==> config.mk <==
export PLATFORM = sky130hd
export DESIGN_NAME = p8pf_top
export DESIGN_NICKNAME = d
export VERILOG_FILES = /design/src/hw/p8pf_pkg.sv /design/src/hw/p8pf_reg_if.sv /design/src/hw/p8pf_mode_latch.sv /design/src/hw/p8pf_ahb_slave.sv /design/src/hw/p8pf_top.sv
export SDC_FILE = /design/constraint.sdc
export NUM_CORES = 1
export LEC_CHECK = 0
export ABC_CLOCK_PERIOD_IN_PS = 4800
export BUFFER_PORTS_ARGS = -buffer_cell sky130_fd_sc_hd__buf_2
export CORE_UTILIZATION = 48
export CTS_BUF_LIST = sky130_fd_sc_hd__clkbuf_4
export CTS_CLUSTER_DIAMETER = 100
export DETAILED_ROUTE_END_ITERATION = 10
export PLACE_DENSITY = 0.95
export SLEW_MARGIN = 10
export SYNTH_ARGS = -nofsm -noshare
export SYNTH_HDL_FRONTEND = slang
export SYNTH_SLANG_ARGS = --single-unit
==> constraint.sdc <==
create_clock -name clk_sys -period 4.8 [get_ports clk_sys]
set_input_delay 0.48 -clock clk_sys [delete_from_list [all_inputs] [get_ports clk_sys]]
set_output_delay 0.48 -clock clk_sys [all_outputs]
set_load 0.1 [all_outputs]
==> src/hw/p8pf_pkg.sv <==
// Constants, types and helpers shared by the port pin-function block
package p8pf_pkg;

	// ----------------------------------------------------------------
	// Register map
	// ----------------------------------------------------------------
	localparam logic [19:0] IDX_DIR       = 20'hEE007;
	localparam logic [19:0] IDX_DATA      = 20'hFFFD7;
	// Printed offsets are not word aligned, so they are indices of words
	localparam logic [31:0] ADDR_DIR      = {10'h000, IDX_DIR, 2'b00};
	localparam logic [31:0] ADDR_DATA     = {10'h000, IDX_DATA, 2'b00};
	localparam logic [31:0] ADDR_DRAM_CTL = 32'h0000_0100;
	localparam logic [31:0] ADDR_IRQ_EN   = 32'h0000_0104;

	// ----------------------------------------------------------------
	// Fields and reset values
	// ----------------------------------------------------------------
	localparam int          PORT_W        = 5;
	localparam int          IRQ_W         = 4;
	localparam logic [2:0]  RSVD_ONES     = 3'h7;
	localparam logic [7:0]  DIR_RST_NOROM = 8'hF0;
	localparam logic [7:0]  DIR_RST_OTHER = 8'hE0;
	localparam logic [7:0]  DATA_RST      = 8'hE0;
	localparam logic [7:0]  DIR_READ      = 8'hFF;
	localparam int          DCTL_AREA_LSB = 0;
	localparam int          DCTL_REFRESH_STROBE_OUT_BIT = 3;
	localparam logic [3:0]  DCTL_RST      = 4'h0;
	localparam logic [3:0]  IRQ_EN_RST    = 4'h0;

	// Area-select codes (one bit per code) giving each pin 2/1 option
	localparam logic [7:0]  PIN2_ROW_CODES = 8'hFE;
	localparam logic [7:0]  PIN1_PORT_CODES = 8'h0A;
	localparam logic [7:0]  PIN1_ROW_CODES = 8'hF4;

	// ----------------------------------------------------------------
	// Operating modes
	// ----------------------------------------------------------------
	localparam logic [2:0]  MODE_EXP_FIRST = 3'h1;
	localparam logic [2:0]  MODE_NOROM_LAST = 3'h4;
	localparam logic [2:0]  MODE_EXP_LAST = 3'h5;

	typedef enum logic [2:0] {
		REG_NONE,
		REG_DIR,
		REG_DATA,
		REG_DRAM_CTL,
		REG_IRQ_EN
	} p8pf_reg_t;

	typedef enum logic {
		BUS_IDLE,
		BUS_ACCESS
	} p8pf_bus_state_t;

	function automatic logic p8pfIsNoRom(input logic [2:0] mode);
		return (mode >= MODE_EXP_FIRST) && (mode <= MODE_NOROM_LAST);
	endfunction

	function automatic logic p8pfIsExpanded(input logic [2:0] mode);
		return (mode >= MODE_EXP_FIRST) && (mode <= MODE_EXP_LAST);
	endfunction

endpackage

==> src/hw/p8pf_reg_if.sv <==
// Register access carrier between the bus slave and the register file
`timescale 1ns/1ps
interface p8pf_reg_if;
	import p8pf_pkg::*;

	logic       wrEn;
	p8pf_reg_t  sel;
	logic [7:0] wdata;
	logic [7:0] rdata;

	modport bus (
		output wrEn,
		output sel,
		output wdata,
		input  rdata
	);

	modport regs (
		input  wrEn,
		input  sel,
		input  wdata,
		output rdata
	);
endinterface

==> src/hw/p8pf_mode_latch.sv <==
// Operating-mode strap capture
`timescale 1ns/1ps
module p8pf_mode_latch
	import p8pf_pkg::*;
(
	input  wire logic       clk_sys,
	input  wire logic       rst,
	input  wire logic       hwStandby,
	input  wire logic [2:0] modeStrap,
	output logic            expanded_q
);
	// ----------------------------------------------------------------
	// Strap is sampled through reset and hardware standby, then held until the next of either
	// ----------------------------------------------------------------
	always_ff @(posedge clk_sys) begin
		if (rst || hwStandby) begin
			expanded_q <= p8pfIsExpanded(modeStrap);
		end
	end
endmodule

==> src/hw/p8pf_ahb_slave.sv <==
// AHB-Lite slave front end, one wait state per whole-word transfer
`timescale 1ns/1ps
module p8pf_ahb_slave
	import p8pf_pkg::*;
(
	input  wire logic        clk_sys,
	input  wire logic        rst,
	input  wire logic        hsel,
	input  wire logic [31:0] haddr,
	input  wire logic [1:0]  htrans,
	input  wire logic        hwrite,
	input  wire logic [2:0]  hsize,
	input  wire logic        hready,
	input  wire logic [31:0] hwdata,
	output logic [31:0]      hrdata_q,
	output logic             hreadyout_q,
	output logic             hresp_q,
	p8pf_reg_if.bus          regPort
);
	import p8pf_pkg::*;

	p8pf_bus_state_t state_q;
	p8pf_reg_t       sel_q;
	logic            write_q;
	logic            accept;

	// Only whole-word transfers are decoded; others complete harmlessly
	assign accept = hsel && htrans[1] && hready && (hsize == 3'h2);

	always_ff @(posedge clk_sys) begin
		if (rst) begin
			state_q     <= BUS_IDLE;
			sel_q       <= REG_NONE;
			write_q     <= 1'b0;
			hreadyout_q <= 1'b1;
			hrdata_q    <= 32'h0000_0000;
		end else if (state_q == BUS_IDLE) begin
			if (accept) begin
				state_q     <= BUS_ACCESS;
				write_q     <= hwrite;
				hreadyout_q <= 1'b0;
				unique case (haddr)
					ADDR_DIR:      sel_q <= REG_DIR;
					ADDR_DATA:     sel_q <= REG_DATA;
					ADDR_DRAM_CTL: sel_q <= REG_DRAM_CTL;
					ADDR_IRQ_EN:   sel_q <= REG_IRQ_EN;
					default:       sel_q <= REG_NONE;
				endcase
			end
		end else begin
			// Read data sampled after any earlier write has landed
			state_q     <= BUS_IDLE;
			hreadyout_q <= 1'b1;
			hrdata_q    <= {24'h00_0000, regPort.rdata};
		end
	end

	always_ff @(posedge clk_sys) begin
		if (rst) begin
			hresp_q <= 1'b0;
		end else begin
			hresp_q <= 1'b0;
		end
	end

	assign regPort.wrEn  = (state_q == BUS_ACCESS) && write_q;
	assign regPort.sel   = sel_q;
	assign regPort.wdata = hwdata[7:0];
endmodule

==> src/hw/p8pf_top.sv <==
// Five-pin general-purpose port with chip-select, row-strobe and refresh sharing
//
// Behaviour
// - Expanded modes 1-5: direction set on pins 4..1 drives selects 0..3.
// - Expanded modes: direction clear makes pin input unless DRAM/refresh overrides.
// - Pin 1 becomes plain output when direction set and area code selects it.
// - Pins 2,1 chosen by area code and direction; row strobes ignore direction.
// - DRAM in areas 2-5 turns selects 2,3 into row strobe outputs.
// - Modes 1-4 after reset: pin 4 drives select 0, others input.
// - Mode 5 after reset: all four select pins are inputs.
// - Refresh enable set: pin 0 drives refresh strobe regardless of direction.
// - Refresh enable clear: pin 0 follows its direction bit as port.
// - Single-chip modes 6,7: every pin is plain port per direction bit.
// - Direction register is write-only; reads return all ones.
// - Reset or hardware standby loads direction F0 (modes 1-4), E0 otherwise.
// - Software standby keeps direction, so outputs keep driving.
// - Pin used as output port drives its data register bit.
// - Data read gives stored bit when output, live pin level when input.
// - Bits 7-5 of both port registers read one and never change.
// - Data register resets to E0; software standby keeps it.
// - Interrupt inputs on pins 3-0 gated only by interrupt enables.
// - Pin 3 always feeds the external converter trigger.
`timescale 1ns/1ps
module p8pf_top
	import p8pf_pkg::*;
(
	input  wire logic                 clk_sys,
	input  wire logic                 rst,
	input  wire logic                 hwStandby,
	input  wire logic [2:0]           modeStrap,
	input  wire logic                 hsel,
	input  wire logic [31:0]          haddr,
	input  wire logic [1:0]           htrans,
	input  wire logic                 hwrite,
	input  wire logic [2:0]           hsize,
	input  wire logic                 hready,
	input  wire logic [31:0]          hwdata,
	output logic [31:0]               hrdata,
	output logic                      hreadyout,
	output logic                      hresp,
	input  wire logic [3:0]           chipSelectN,
	input  wire logic [1:0]           rowStrobeN,
	input  wire logic                 refreshStrobeN,
	input  wire logic [PORT_W-1:0]    pinIn,
	output logic [PORT_W-1:0]         pinOut,
	output logic [PORT_W-1:0]         pinOe,
	output logic [IRQ_W-1:0]          irqRequest,
	output logic                      adcTriggerN
);
	import p8pf_pkg::*;

	// ----------------------------------------------------------------
	// Shared signals
	// ----------------------------------------------------------------
	p8pf_reg_if            regBus ();
	logic                  expanded;
	logic [PORT_W-1:0]     dir_q;
	logic [PORT_W-1:0]     data_q;
	logic [3:0]            dramCtl_q;
	logic [IRQ_W-1:0]      irqEn_q;
	logic [2:0]            areaCode;
	logic                  refreshEn;
	logic                  pin2Row;
	logic                  pin1Port;
	logic                  pin1Row;
	logic [PORT_W-1:0]     pinOut_d;
	logic [PORT_W-1:0]     pinOe_d;
	logic [PORT_W-1:0]     pinOut_q;
	logic [PORT_W-1:0]     pinOe_q;
	logic [IRQ_W-1:0]      irqRequest_q;
	logic                  adcTriggerN_q;

	// ----------------------------------------------------------------
	// Submodules
	// ----------------------------------------------------------------
	p8pf_ahb_slave uSlave (
		.clk_sys     (clk_sys),
		.rst         (rst),
		.hsel        (hsel),
		.haddr       (haddr),
		.htrans      (htrans),
		.hwrite      (hwrite),
		.hsize       (hsize),
		.hready      (hready),
		.hwdata      (hwdata),
		.hrdata_q    (hrdata),
		.hreadyout_q (hreadyout),
		.hresp_q     (hresp),
		.regPort     (regBus.bus)
	);

	p8pf_mode_latch uMode (
		.clk_sys    (clk_sys),
		.rst        (rst),
		.hwStandby  (hwStandby),
		.modeStrap  (modeStrap),
		.expanded_q (expanded)
	);

	// ----------------------------------------------------------------
	// Port registers
	// ----------------------------------------------------------------
	// Software standby needs no term: nothing here changes without a write
	always_ff @(posedge clk_sys) begin
		if (rst || hwStandby) begin
			if (p8pfIsNoRom(modeStrap)) begin
				dir_q <= DIR_RST_NOROM[PORT_W-1:0];
			end else begin
				dir_q <= DIR_RST_OTHER[PORT_W-1:0];
			end
		end else if (regBus.wrEn && (regBus.sel == REG_DIR)) begin
			dir_q <= regBus.wdata[PORT_W-1:0];
		end
	end

	always_ff @(posedge clk_sys) begin
		if (rst || hwStandby) begin
			data_q <= DATA_RST[PORT_W-1:0];
		end else if (regBus.wrEn && (regBus.sel == REG_DATA)) begin
			data_q <= regBus.wdata[PORT_W-1:0];
		end
	end

	always_ff @(posedge clk_sys) begin
		if (rst || hwStandby) begin
			dramCtl_q <= DCTL_RST;
		end else if (regBus.wrEn && (regBus.sel == REG_DRAM_CTL)) begin
			dramCtl_q <= regBus.wdata[3:0];
		end
	end

	always_ff @(posedge clk_sys) begin
		if (rst || hwStandby) begin
			irqEn_q <= IRQ_EN_RST;
		end else if (regBus.wrEn && (regBus.sel == REG_IRQ_EN)) begin
			irqEn_q <= regBus.wdata[IRQ_W-1:0];
		end
	end

	// ----------------------------------------------------------------
	// Read path
	// ----------------------------------------------------------------
	always_comb begin
		unique case (regBus.sel)
			REG_DIR: begin
				regBus.rdata = DIR_READ;
			end
			REG_DATA: begin
				// Inputs show the pin, outputs the stored bit
				regBus.rdata = {RSVD_ONES, (dir_q & data_q) | (~dir_q & pinIn)};
			end
			REG_DRAM_CTL: begin
				regBus.rdata = {4'h0, dramCtl_q};
			end
			REG_IRQ_EN: begin
				regBus.rdata = {4'h0, irqEn_q};
			end
			default: begin
				regBus.rdata = 8'h00;
			end
		endcase
	end

	// ----------------------------------------------------------------
	// Pin function selection
	// ----------------------------------------------------------------
	assign areaCode  = dramCtl_q[DCTL_AREA_LSB +: 3];
	assign refreshEn = dramCtl_q[DCTL_REFRESH_STROBE_OUT_BIT];
	assign pin2Row   = PIN2_ROW_CODES[areaCode];
	assign pin1Port  = PIN1_PORT_CODES[areaCode];
	assign pin1Row   = PIN1_ROW_CODES[areaCode];

	always_comb begin
		// Plain port by default: direction bit picks drive, data bit the level
		pinOe_d  = dir_q;
		pinOut_d = data_q;
		if (expanded) begin
			pinOut_d[4] = dir_q[4] ? chipSelectN[0] : data_q[4];
			pinOut_d[3] = dir_q[3] ? chipSelectN[1] : data_q[3];
			if (pin2Row) begin
				pinOe_d[2]  = 1'b1;
				pinOut_d[2] = rowStrobeN[0];
			end else begin
				pinOut_d[2] = dir_q[2] ? chipSelectN[2] : data_q[2];
			end
			if (pin1Row) begin
				pinOe_d[1]  = 1'b1;
				pinOut_d[1] = rowStrobeN[1];
			end else if (pin1Port) begin
				pinOut_d[1] = data_q[1];
			end else begin
				pinOut_d[1] = dir_q[1] ? chipSelectN[3] : data_q[1];
			end
			if (refreshEn) begin
				pinOe_d[0]  = 1'b1;
				pinOut_d[0] = refreshStrobeN;
			end
		end
	end

	// ----------------------------------------------------------------
	// Registered pin and side outputs
	// ----------------------------------------------------------------
	// One cycle of latency buys glitch-free pad drive
	always_ff @(posedge clk_sys) begin
		if (rst) begin
			pinOe_q  <= {PORT_W{1'b0}};
			pinOut_q <= {PORT_W{1'b1}};
		end else begin
			pinOe_q  <= pinOe_d;
			pinOut_q <= pinOut_d;
		end
	end

	// Interrupt lines ignore direction: a driven pin can raise its own request
	always_ff @(posedge clk_sys) begin
		if (rst) begin
			irqRequest_q <= {IRQ_W{1'b0}};
		end else begin
			irqRequest_q <= irqEn_q & ~pinIn[IRQ_W-1:0];
		end
	end

	always_ff @(posedge clk_sys) begin
		if (rst) begin
			adcTriggerN_q <= 1'b1;
		end else begin
			adcTriggerN_q <= pinIn[3];
		end
	end

	assign pinOe       = pinOe_q;
	assign pinOut      = pinOut_q;
	assign irqRequest  = irqRequest_q;
	assign adcTriggerN = adcTriggerN_q;
endmodule

-- Yosys cells after proc, flatten, opt, wreduce, memory -nomap -nowiden
Memories as Yosys holds them, arrays and structs flattened. A register that Yosys moved wholly into a read port is not among the register bits.
Cells that the tools add are included.
- bits of input ports: 90
- memories: 3
- output and inout bits: 49
- register bits: 48
- bits in read-only memories: 24
- bitwise gates (word level): 7
- reduce and logical (&&, ||, !) cells: 14
- muxes and demuxes: 28
- eq/ne operators: 9
- magnitude comparators: 4
- memory list (memory ; depth ; width ; read ports ; clocked after Yosys merged registers in ; wr ports ; line ; source):
    (no name shown) ; 8 ; 1 ; 1 ; 1 ; 0 ; p8pf_top.sv:171 ; assign pin1Row = PIN1_ROW_CODES[areaCode];
    (no name shown) ; 8 ; 1 ; 1 ; 1 ; 0 ; p8pf_top.sv:170 ; assign pin1Port = PIN1_PORT_CODES[areaCode];
    (no name shown) ; 8 ; 1 ; 1 ; 1 ; 0 ; p8pf_top.sv:169 ; assign pin2Row = PIN2_ROW_CODES[areaCode];
- operators with widths (operator ; count):
    $eq 32x22->1 const B ; 2
    $eq 32x9->1 const B ; 2
    $pmux 8 s4 ; 1
    $mux 3 ; 7
    $mux 5 ; 4
    $mux 1 ; 15
    $pmux 3 s4 ; 1
    $and 5x5->5 ; 2
    $logic_and 1x1->1 ; 10
    $eq 3x2->1 const B ; 3
    $le 3x3->1 const B ; 2
    $not 5->5 ; 1
    $or 5x5->5 ; 1
    $and 4x4->4 ; 1
    $lt 3x4->1 const B ; 1
    $not 4->4 ; 1
    $eq 3x1->1 const B ; 1
    $eq 3x3->1 const B ; 1
    $ge 3x1->1 const B ; 1
    $reduce_and 2->1 ; 1
    $reduce_bool 2->1 ; 1
    $reduce_or 2->1 ; 1
    $logic_or 1x1->1 ; 1
    $not 1->1 ; 1

-- Depth between registers and ports, before layout
Gate-level depths: netlist of the first run.
- word-level depth: 5
- mapped depth: 5
- depth with buffers taken out: 5

-- Modules after synthesis
Synthesis of the first run repeated with hierarchy kept, for this count alone.
- cells, all modules: 265
- area total of the unflattened synthesis: 2556.2 µm²
- by module, submodules not included (module ; seq. area each (µm²) ; area each (µm²) ; instances ; cells an instance):
    p8pf_top ; 770.7 ; 1572.8 ; 1 ; 155
    p8pf_ahb_slave ; 280.3 ; 937.1 ; 1 ; 106
    p8pf_mode_latch ; 30.0 ; 46.3 ; 1 ; 4

-- Worst setup path after synthesis of the first run
OpenSTA, ideal clock, no wires.
- kind: reg-to-output
- start point: register uSlave.hrdata_q[6]
- end point: output hrdata[6]
- arrival time: 1391 ps
- buffers on the path: 1
- path slack: 2929 ps
- cell stages (with the launch flop): 2
- path through: dfxtp_1 buf_4
- RTL lines (what ; line ; source):
    start: declaration ; p8pf_ahb_slave.sv:15 ; output logic [31:0] hrdata_q,
    start signal: assignment ; p8pf_ahb_slave.sv:54 ; hrdata_q <= {24'h00_0000, regPort.rdata};
    end: declaration ; p8pf_top.sv:38 ; output logic [31:0] hrdata,
No word-level cell between the ends.

-- Worst setup path in the final report of the first run
- start point: register uSlave.sel_q[0], in the netlist uSlave.regPort.sel[0]
- end point: register dir_q[1], enable pin
- cells in the longest elaborated chain, start to end: 3
- ends and longest elaborated chain (what ; line ; source):
    start: declaration ; p8pf_ahb_slave.sv:23 ; p8pf_reg_t sel_q;
    start signal: assignment ; p8pf_ahb_slave.sv:33 ; sel_q <= REG_NONE;
    start signal: assignment ; p8pf_ahb_slave.sv:43 ; ADDR_DIR: sel_q <= REG_DIR;
    start signal: assignment ; p8pf_ahb_slave.sv:44 ; ADDR_DATA: sel_q <= REG_DATA;
    $eq 3x1->1 ; p8pf_top.sv:111 ; end else if (regBus.wrEn && (regBus.sel == REG_DIR)) begin
    $logic_and 1x1->1 ; p8pf_top.sv:111 ;
    $reduce_bool 2->1 (no line) ; n/a ;
    end signal: assignment ; p8pf_top.sv:107 ; dir_q <= DIR_RST_NOROM[PORT_W-1:0];
    end signal: assignment ; p8pf_top.sv:109 ; dir_q <= DIR_RST_OTHER[PORT_W-1:0];
    end signal: assignment ; p8pf_top.sv:112 ; dir_q <= regBus.wdata[PORT_W-1:0];
    end: declaration ; p8pf_top.sv:57 ; logic [PORT_W-1:0] dir_q;
No other way between the ends.
A chain may end at the register's enable or synchronous reset.

==> impl_metrics.json, run 1 <==
{
  "synthCells": 253,
  "yosys_register_bits": 49,
  "num_cts_buffers": 5,
  "violations": "DRC",
  "postCtsResizedCells": 0,
  "clock.fmax_ghz": 0.4739,
  "worst_clock_skew_ns": 0.01023,
  "cts_tree": "built",
  "buffer_ports.inserted": 85,
  "place_hpwl_microns": 3744,
  "starting_density_pct": 51.45,
  "ios": 139,
  "synth.lib_cells_used.distinct": 49,
  "htree_num_levels": 2,
  "final_antenna_diode_count": 0,
  "flow.area_growth_from_synthesis_pct": 17.17,
  "synth_seq_area_share_pct": 45.22,
  "finalSetupTns_ns": 0,
  "number_of_antenna_violations_at_the_first_check_in_global_routing": 0,
  "grt_max_degree": 25,
  "global_route.overflow_total": 0,
  "vias_per_cell": 5.216,
  "clock_latency_ns": 0.37,
  "dieArea_sq_mm": 0.005077,
  "post_synth.cell_area_avg_sq_um": 9.100,
  "irDropWorstVdd_v": 0.0001373,
  "post-route-drc-count": 9,
  "globalRouteTotalUtil_pct": 18.91,
  "drt.antenna.violating_nets": 0,
  "tritoncts_num_sinks": 49,
  "die_x_microns": 71.26,
  "timing.final.max_slew_violations": 0,
  "final_hold_viol_count": 0,
  "fin_worst_hold_slack_ns": 0.2686,
  "p_leak_nw": 1.150,
  "holdCritPathClass": "in -> reg",
  "critical_path.cell_chain": "nand2_1 > o41ai_1",
  "synth-edff-count": 6,
  "postSynth.asyncResetShare_pct": 0,
  "power_density_mw_per_mm2": 305.8,
  "path_class": "reg -> reg",
  "grt_pass1_vias": 1783,
  "worst_setup_path_start_kind": "flip-flop",
  "global_placement_routability_congestion": 0.8704,
  "critical_path.max_stage_delay_ns": 0.92,
  "starting_drt_drc_count": 141,
  "critical-path-top-delay-family": "compound AO/OA/AOI/OAI gates",
  "rows": 24,
  "fin_nets": 425,
  "synth_area_sq_mm": 0.002302,
  "detailedRoute.firstPassIterationCount": 10,
  "postCtsHoldBufs": 0,
  "cts.repair_timing.setup_buffer_count": 0,
  "die-height_microns": 71.26,
  "status": "finished, violations left",
  "num-fill-cells": 388,
  "critical_path.max_fanout": 14,
  "required_ns": 4.80,
  "setup-violations-final": 0,
  "max_clock_buf_depth": 2,
  "ys_dominant_reg_cell": "sky130_fd_sc_hd__dfxtp_1",
  "final.min_clock_period_ns": 2.110,
  "max_capacitance_violation_count": 0,
  "cts.clk_slew.worst_paths_ns": 0.15,
  "global_route_wire_length_before_repair_microns": 7521,
  "crit_path_top_delay_cell": "sky130_fd_sc_hd__o41ai_1",
  "final_layout_size_suffix_gt1_share_pct": 30.06,
  "period_share_pct": 43.96,
  "detailed_route_wl_microns": 4715,
  "rsz0062_at_grt": "no",
  "crit_arrival_ns": 2.11,
  "wire_per_inst_microns": 12.15,
  "clock-root-buffer": "sky130_fd_sc_hd__clkbuf_4",
  "via_count": 2024,
  "worst_setup_path_end_kind": "flip-flop",
  "critical_path.n_buffers_inverters": 0,
  "core_area_sq_mm": 0.004474,
  "synth_warnings": 0,
  "slew_headroom_pct": 24.42,
  "pin_slew_with_the_least_headroom_to_its_limit_ns": 1.119
}
[final cells by class]
type	count	area, sq um	share of cell area, %
flip-flops and latches	49	1041	38.59
clock inverters	3	21.27	0.7885
multi-input cells	188	1085	40.21
repair buffers	85	425.4	15.77
clock buffers	5	37.54	1.391
inverters	6	22.52	0.8349
well taps	52	65.06	2.412
[through the flow]
step | instance area [sq um] | setup slack, ns | power (W) | utilization [%] | instances
CTS | 2698 | 2.697 | 0.0008262 | 60.29 | 388
finish | 2698 | 2.690 | 0.0008249 | 60.29 | 388
floorplan | 2392 | 2.929 | 0.0006139 | - | 277
detailed placement | 2639 | 2.718 | 0.0006390 | 58.98 | 380
global route | 2698 | 2.520 | 0.0008529 | 60.29 | 388
global placement | 2639 | 2.716 | 0.0006363 | 58.98 | 380
[routing by layer]
metal | wire length [microns] | part of all wire [%] | track usage [%]
met1 | 1890 | 40 | 20.09
met2 | 2344 | 50 | 35.24
met3 | 390 | 8.3 | 5.063
met4 | 89 | 1.9 | 7.778
met5 | 0 | 0 | 0
[kinds of logic (layout without fill, tap and decap cells)]
group / Yosys count / after routing / synth area share [%]
and+or+nand+nor: 100 / 100 / 21.85
DFF: 49 / 49 / 45.22
AOI/OAI and AO/OA: 45 / 45 / 13.15
buffers and inverters: 40 / 99 / 11.58
muxes: 17 / 17 / 7.663
other: 1 / 25 / 0.1629
xor gates and xnor gates: 1 / 1 / 0.3805
[report_power, final]
group          leakage (nW)  internal (W)  total [W]  switching (W)
combinational         0.705     0.0000354   0.000196       0.000160
clock                0.0316     0.0000582   0.000195       0.000136
sequential            0.413      0.000426   0.000434     0.00000801
total                  1.15      0.000520   0.000825       0.000305
[flip-flops by register name, indices dropped and copies added (netlist names)]
| name | cells |
|---|---|
| adcTriggerN | 1 |
| data_q | 5 |
| dir_q | 5 |
| dramCtl_q | 4 |
| irqEn_q | 4 |
| irqRequest | 4 |
| pin1Port | 1 |
| pin1Row | 1 |
| pin2Row | 1 |
| pinOe | 5 |
| pinOut | 5 |
| uMode.expanded_q | 1 |
| uSlave.hrdata_q | 6 |
| uSlave.hreadyout_q | 1 |
| uSlave.regPort.sel | 3 |
| uSlave.state_q | 1 |
| uSlave.write_q | 1 |
[final timing paths]
path                         startpoint            endpoint  slack, ns  depth (start not counted)
hold / removal                 pinIn[2]       irqRequest[2]       0.27                          2
setup reg to reg  uSlave.regPort.sel[0]            dir_q[1]       2.69                          2
hold reg to reg      uSlave.hreadyout_q  uSlave.hreadyout_q       0.46                          2
setup / recovery  uSlave.regPort.sel[0]            dir_q[1]       2.69                          2
[synth_stat cells, types with 4 or more instances]
cell type	n	area [sq um]
sky130_fd_sc_hd__dfxtp_1	43	860.8
sky130_fd_sc_hd__nor2_1	33	123.9
sky130_fd_sc_hd__buf_4	27	202.7
sky130_fd_sc_hd__nand2_1	21	78.83
sky130_fd_sc_hd__a21oi_1	16	80.08
sky130_fd_sc_hd__mux2i_1	12	120.1
sky130_fd_sc_hd__nor4_1	7	43.79
sky130_fd_sc_hd__edfxtp_1	6	180.2
sky130_fd_sc_hd__and2_1	5	31.28
sky130_fd_sc_hd__nand3_1	5	25.02
sky130_fd_sc_hd__nand4_1	5	31.28
sky130_fd_sc_hd__a22o_1	4	35.03
sky130_fd_sc_hd__clkbuf_1	4	15.01
sky130_fd_sc_hd__inv_1	4	15.01
sky130_fd_sc_hd__mux2_2	4	45.04
sky130_fd_sc_hd__nor3_1	4	20.02
sky130_fd_sc_hd__o31ai_1	4	30.03
[layout by cell type (no fill, tap or decap), types with 2 or more instances in the layout]
cell type / n
sky130_fd_sc_hd__inv_2: 2
sky130_fd_sc_hd__clkbuf_4: 5
sky130_fd_sc_hd__a311o_1: 3
sky130_fd_sc_hd__nor3b_1: 3
sky130_fd_sc_hd__o21ai_0: 2
sky130_fd_sc_hd__conb_1: 25
sky130_fd_sc_hd__o31ai_1: 4
sky130_fd_sc_hd__o21ai_1: 3
sky130_fd_sc_hd__and2_1: 5
sky130_fd_sc_hd__a21oi_1: 16
sky130_fd_sc_hd__nor4_1: 7
sky130_fd_sc_hd__edfxtp_1: 6
sky130_fd_sc_hd__nor2b_1: 3
sky130_fd_sc_hd__a211oi_1: 2
sky130_fd_sc_hd__mux2_2: 4
sky130_fd_sc_hd__dfxtp_1: 43
sky130_fd_sc_hd__a21boi_0: 3
sky130_fd_sc_hd__nand3_1: 5
sky130_fd_sc_hd__nor3_1: 4
sky130_fd_sc_hd__buf_2: 85
sky130_fd_sc_hd__nand2b_1: 2
sky130_fd_sc_hd__nand3b_1: 3
sky130_fd_sc_hd__nand2_1: 21
sky130_fd_sc_hd__a22o_1: 4
sky130_fd_sc_hd__inv_1: 4
sky130_fd_sc_hd__mux2i_1: 12
sky130_fd_sc_hd__nor2_1: 33
sky130_fd_sc_hd__nand4_1: 5
(Power assumes the default switching activity.)
==> run 2: changes to the inputs <==
--- a/config.mk
+++ b/config.mk
@@ -5,13 +5,13 @@
 export SDC_FILE = /design/constraint.sdc
 export NUM_CORES = 1
 export LEC_CHECK = 0
-export ABC_CLOCK_PERIOD_IN_PS = 4800
+export ABC_CLOCK_PERIOD_IN_PS = 1950
 export BUFFER_PORTS_ARGS = -buffer_cell sky130_fd_sc_hd__buf_2
-export CORE_UTILIZATION = 48
+export CORE_UTILIZATION = 45
 export CTS_BUF_LIST = sky130_fd_sc_hd__clkbuf_4
 export CTS_CLUSTER_DIAMETER = 100
 export DETAILED_ROUTE_END_ITERATION = 10
-export PLACE_DENSITY = 0.95
+export PLACE_DENSITY = 0.93
 export SLEW_MARGIN = 10
 export SYNTH_ARGS = -nofsm -noshare
 export SYNTH_HDL_FRONTEND = slang
==> constraint.sdc (replaced) <==
create_clock -name clk_sys -period 1.95 [get_ports clk_sys]
set_input_delay 0.195 -clock clk_sys [delete_from_list [all_inputs] [get_ports clk_sys]]
set_output_delay 0.195 -clock clk_sys [all_outputs]
set_load 0.1 [all_outputs]
==> run 2 against run 1 <==
Compared with the run above:
- the flow now finishes without violations
- via count increased by 3.2%
- die area increased by 6.5%
- cell area increased by 4.8%
- maximum frequency increased by 25%
- first-iteration DRC count decreased by 5.0%
- register-to-register slack got worse by 2.4 ns
- sequential power increased by 150%
- worst hold slack got worse by 0.22 ns
==> impl_metrics.json, run 2 (synthesis results as in run 1) <==
{
  "number_of_antenna_violations_at_the_first_check_in_global_routing": 0,
  "pin_slew_with_the_least_headroom_to_its_limit_ns": 0.7528,
  "starting_density_pct": 47.79,
  "grt_max_degree": 25,
  "global_route.overflow_total": 0,
  "grt_pass1_vias": 1887,
  "hold_end": "adcTriggerN",
  "vias_per_cell": 5.058,
  "critical_path.n_buffers_inverters": 2,
  "cts_tree": "built",
  "period_share_pct": 86.30,
  "buffer_ports.inserted": 85,
  "starting_drt_drc_count": 134,
  "fin_nets": 435,
  "finalSetupTns_ns": 0,
  "crit_arrival_ns": 1.95,
  "flip_flop_count_of_the_largest_register_after_layout": 6,
  "clock.fmax_ghz": 0.5943,
  "max_capacitance_violation_count": 0,
  "via_count": 2089,
  "ios": 139,
  "detailed_place.area_sq_mm": 0.002710,
  "layout.cells.most_common_list": "85 x sky130_fd_sc_hd__buf_2, 43 x sky130_fd_sc_hd__dfxtp_1, 33 x sky130_fd_sc_hd__nor2_1",
  "regToRegStartpoint": "uSlave.state_q",
  "wire_per_inst_microns": 12.09,
  "postCtsHoldBufs": 3,
  "slew_headroom_pct": 49.27,
  "post-route-drc-count": 0,
  "cts.repair_timing.setup_buffer_count": 0,
  "setup.reg_to_reg.worst_slack_ns": 0.27,
  "critical_path.cell_chain": "buf_4 > inv_2 > nor4_1 > nand2_1 > mux2i_1 > nor2_1",
  "worst_clock_skew_ns": 0.01354,
  "global_route_wire_length_before_repair_microns": 7783,
  "final_design_area_no_fill_sq_mm": 0.002826,
  "clock-root-buffer": "sky130_fd_sc_hd__clkbuf_4",
  "holdCritStartpoint": "pinIn[3]",
  "globalRouteTotalUtil_pct": 18.99,
  "p_leak_nw": 1.214,
  "cts.clk_slew.worst_paths_ns": 0.13,
  "global_placement_routability_congestion": 0.8533,
  "holdCritPathClass": "in -> reg",
  "flow.area_growth_from_synthesis_pct": 22.77,
  "worst_setup_path_end_kind": "flip-flop",
  "top_register": "uSlave.hrdata_q",
  "critical_path.max_fanout": 6,
  "worst-r2r-cell-count": 6,
  "detailedRoute.firstPassIterationCount": 4,
  "final_hold_viol_count": 0,
  "hold-path-cell-count": 2,
  "final_antenna_diode_count": 0,
  "core_area_sq_mm": 0.004817,
  "critical_path.reg2reg.endpoint": "irqEn_q[3]",
  "detailed_route_wl_microns": 4995,
  "htree_num_levels": 2,
  "drt.antenna.violating_nets": 0,
  "max_clock_buf_depth": 2,
  "die-height_microns": 73.53,
  "place_hpwl_microns": 3859,
  "required_ns": 2.22,
  "status": "finished clean",
  "power_density_mw_per_mm2": 757.0,
  "dieArea_sq_mm": 0.005406,
  "rows": 25,
  "clock_latency_ns": 0.37,
  "setup-violations-final": 0,
  "critical-path-top-delay-family": "simple AND/OR/NAND/NOR gates",
  "irDropWorstVdd_v": 0.0003315,
  "worst_setup_path_start_kind": "flip-flop",
  "tritoncts_num_sinks": 49,
  "layout.cells.most_common": "sky130_fd_sc_hd__buf_2",
  "crit_path_top_delay_cell": "sky130_fd_sc_hd__nor4_1",
  "path_class": "reg -> reg",
  "critical_path.max_stage_delay_ns": 0.53,
  "die_x_microns": 73.53,
  "postCtsResizedCells": 0,
  "final.min_clock_period_ns": 1.683,
  "final_layout_size_suffix_gt1_share_pct": 31.21,
  "num_cts_buffers": 5,
  "timing.final.max_slew_violations": 0,
  "rsz0062_at_grt": "no"
}
[run 2: cell types whose count changed in the layout (fill, tap and decap cells not counted)]
cell                            previous run  this run
sky130_fd_sc_hd__clkinv_2                  1         0
sky130_fd_sc_hd__buf_4                     0         7
sky130_fd_sc_hd__o41ai_2                   0         1
sky130_fd_sc_hd__bufinv_16                 0         1
sky130_fd_sc_hd__clkinv_1                  0         1
sky130_fd_sc_hd__clkinvlp_4                1         0
sky130_fd_sc_hd__clkbuf_4                  5         6
sky130_fd_sc_hd__inv_6                     1         0
sky130_fd_sc_hd__dlygate4sd3_1             0         3
sky130_fd_sc_hd__o41ai_1                   1         0
[run 2: layer usage]
layer | share of wire (%) | vias up | track usage [%] | wire length (microns)
li1 | - | 1028 | - | -
met2 | 51 | 118 | 35.27 | 2525
met4 | 2.1 | 0 | 8.974 | 103
met3 | 8.2 | 10 | 3.978 | 410
met5 | 0 | - | 0 | 0
met1 | 39 | 933 | 20.31 | 1956
[run 2: how the worst max path moves through the flow]
stage | start | to | slack (ns) | depth (start not counted)
2_1_floorplan | uSlave.regPort.sel[2] | dir_q[0] | 0.31 | 2
3_3_place_gp | uSlave.write_q | dir_q[4] | 0.11 | 2
3_5_place_dp | uSlave.write_q | dir_q[4] | 0.04 | 2
4_1_cts | uSlave.write_q | dir_q[4] | 0.009 | 2
5_1_grt | uSlave.state_q | irqEn_q[3] | 0.11 | 6
6_report | uSlave.state_q | irqEn_q[3] | 0.27 | 6
[run 2: where the power goes]
| group | switching (W) | total (W) | internal, W |
|---|---|---|---|
| logic | 0.000399 | 0.000493 | 0.0000936 |
| clock network | 0.000299 | 0.000580 | 0.000281 |
| registers | 0.0000182 | 0.00107 | 0.00105 |
[run 2: stage by stage]
step / setup slack (ns) / instances / util, % / hold slack (ns) / power [W]
6_report: 0.2672 / 413 / 58.68 / 0.05252 / 0.002140
5_1_grt: 0.1057 / 413 / 58.68 / 0.02370 / 0.002217
4_1_cts: 0.009141 / 413 / 58.52 / 0.04887 / 0.002138
3_5_place_dp: 0.04162 / 402 / 56.26 / 0.3770 / 0.001576
3_3_place_gp: 0.1127 / 402 / 56.26 / 0.3806 / 0.001569
2_1_floorplan: 0.3123 / 277 / - / 0.2711 / 0.001511
[run 2: area by class of cell]
class	instances	area [sq um]
Clock buffer	6	45.04
Clock inverter	2	33.78
Fill cell	431	1991
Inverter	6	22.52
Multi-Input combinational cell	188	1092
Sequential cell	49	1041
Tap cell	67	83.83
Timing Repair Buffer	95	508.0
==> run 3: changes to the inputs <==
--- a/config.mk
+++ b/config.mk
@@ -7,11 +7,12 @@
 export LEC_CHECK = 0
 export ABC_CLOCK_PERIOD_IN_PS = 1950
 export BUFFER_PORTS_ARGS = -buffer_cell sky130_fd_sc_hd__buf_2
-export CORE_UTILIZATION = 45
+export CORE_UTILIZATION = 43
 export CTS_BUF_LIST = sky130_fd_sc_hd__clkbuf_4
 export CTS_CLUSTER_DIAMETER = 100
 export DETAILED_ROUTE_END_ITERATION = 10
-export PLACE_DENSITY = 0.93
+export PLACE_DENSITY = 0.9
+export RECOVER_POWER = 25
 export SLEW_MARGIN = 10
 export SYNTH_ARGS = -nofsm -noshare
 export SYNTH_HDL_FRONTEND = slang
==> constraint.sdc (replaced) <==
create_clock -name clk_sys -period 1.95 [get_ports clk_sys]
set_input_delay 0.195 -clock clk_sys [delete_from_list [all_inputs] [get_ports clk_sys]]
set_output_delay 0.195 -clock clk_sys [all_outputs]
set_load 0.005 [all_outputs]
==> run 3 against run 2 <==
Compared with the run above:
- count of clock-buffer cells in the layout down 1
- power is 7.5% lower
- critical path depth fell by 4
- routed wire length shrank 1.5%
- cell count grew 0.97%
- global-route usage fell by 0.70 points
- clock skew is 0.0056 ns lower
- sequential power about the same
- worst setup slack lost 0.18 ns
- cell area grew 0.89%
- worst hold slack better by 0.0018 ns
- first-iteration DRC count unchanged
- critical path type unchanged
- critical endpoint is now dir_q[1]
- largest power group unchanged
==> impl_metrics.json, run 3 (synthesis results as in run 1) <==
{
  "timing.final.max_slew_violations": 0,
  "final_util_pct": 55.48,
  "setup-violations-final": 0,
  "p_leak_nw": 1.217,
  "critical_path.max_fanout": 5,
  "status": "finished clean",
  "starting_density_pct": 44.79,
  "final_hold_viol_count": 0,
  "cts_tree": "built",
  "clock_latency_ns": 0.37,
  "period_share_pct": 95.63,
  "htree_num_levels": 2,
  "detailedRoute.firstPassIterationCount": 4,
  "pin_slew_with_the_least_headroom_to_its_limit_ns": 1.245,
  "num_cts_buffers": 5,
  "globalRouteTotalUtil_pct": 18.29,
  "crit_arrival_ns": 1.86,
  "fin_nets": 436,
  "layout.cells.most_common_list": "83 x sky130_fd_sc_hd__buf_2, 43 x sky130_fd_sc_hd__dfxtp_1, 33 x sky130_fd_sc_hd__nor2_1",
  "worst_setup_path_end_kind": "flip-flop",
  "rsz0062_at_grt": "no",
  "finalSetupTns_ns": 0,
  "place_hpwl_microns": 3911,
  "dpl_worst_slack_ns": 0.04637,
  "die_x_microns": 75.17,
  "tritoncts_num_sinks": 49,
  "final_layout_size_suffix_gt1_share_pct": 30.26,
  "final.min_clock_period_ns": 1.865,
  "slew_headroom_pct": 15.92,
  "max_clock_buf_depth": 2,
  "rows": 26,
  "top_register": "uSlave.hrdata_q",
  "die-height_microns": 75.17,
  "clock.fmax_ghz": 0.5363,
  "buffer_ports.inserted": 85,
  "detailed_route_wl_microns": 4919,
  "num-fill-cells": 467,
  "maxUsedRoutingLayer": "met4",
  "met1_length_microns": 1907,
  "max_capacitance_violation_count": 0,
  "worst-r2r-cell-count": 2,
  "cts.repair_timing.setup_buffer_count": 0,
  "power_density_mw_per_mm2": 693.8,
  "worst_clock_skew_ns": 0.007967,
  "holdCritPathClass": "in -> reg",
  "ios": 139,
  "drt.antenna.violating_nets": 0,
  "global_route_wire_length_before_repair_microns": 7783,
  "cts.clk_slew.worst_paths_ns": 0.14,
  "flip_flop_count_of_the_largest_register_after_layout": 6,
  "final_antenna_diode_count": 0,
  "core_area_sq_mm": 0.005140,
  "flow.area_growth_from_synthesis_pct": 23.86,
  "via_count": 2068,
  "irDropWorstVdd_v": 0.0004149,
  "number_of_antenna_violations_at_the_first_check_in_global_routing": 0,
  "worst_setup_path_start_kind": "flip-flop",
  "post-route-drc-count": 0,
  "vias_per_cell": 4.959,
  "clock-root-buffer": "sky130_fd_sc_hd__clkbuf_4",
  "grt_max_degree": 25,
  "final_critical_path_setup_slack_ns": 0.08528,
  "starting_drt_drc_count": 134,
  "met3WireLength_microns": 403,
  "dieArea_sq_mm": 0.005651,
  "global_placement_routability_congestion": 0.8695,
  "layout.cells.most_common": "sky130_fd_sc_hd__buf_2",
  "hold-path-cell-count": 2,
  "wire_per_inst_microns": 11.80,
  "grt_pass1_vias": 1837,
  "global_route.overflow_total": 0,
  "required_ns": 1.95,
  "route.met2.wl_microns": 2527,
  "path_class": "reg -> reg"
}
run 3: through the flow:
stage / instances / power (W) / hold WS [ns] / instance area, sq um
2_1_floorplan: 277 / 0.001201 / 0.2711 / 2392
3_3_place_gp: 406 / 0.001261 / 0.3793 / 2721
3_5_place_dp: 406 / 0.001267 / 0.3862 / 2721
4_1_cts: 417 / 0.001988 / 0.03952 / 2858
5_1_grt: 417 / 0.002071 / 0.03420 / 2851
6_report: 417 / 0.001978 / 0.05432 / 2851
run 3: repair_timing:
item                                   CTS  global route
endpoints found under the hold margin    3             0
hold buffers                             3             0
resized for setup                        0             0
run 3: report_power, final:
part | switching (W) | internal, W | leakage [nW]
combinational | 0.0000895 | 0.0000911 | 0.749
clock | 0.000326 | 0.000404 | 0.0558
sequential | 0.0000182 | 0.00105 | 0.413
run 3: critical path: stages, from the launching register on:
cell	delay, ns
sky130_fd_sc_hd__dfxtp_1	0.39
sky130_fd_sc_hd__inv_1	0.06
sky130_fd_sc_hd__o41ai_1	1.05
run 3: cell type report:
type	instances	area, sq um	area share [%]
flip-flops and latches	49	1041	36.51
repair buffers	96	509.2	17.86
inverters	6	22.52	0.7898
clock inverters	3	68.82	2.413
clock buffers	5	37.54	1.316
well taps	70	87.58	3.072
multi-input cells	188	1085	38.04
run 3: worst paths after layout:
check,start,end,slack (ns)
worst max-delay path,uSlave.write_q,dir_q[1],0.09
worst min-delay path,chipSelectN[1],pinOut[3],0.05
worst max register to register,uSlave.write_q,dir_q[1],0.09
worst min register to register,uSlave.hreadyout_q,uSlave.hreadyout_q,0.46
run 3: layer usage:
layer / track usage, % / vias up
met5: 0 / -
met4: 6.790 / 0
met1: 19.44 / 917
met3: 4.685 / 9
met2: 34.63 / 113
li1: - / 1029
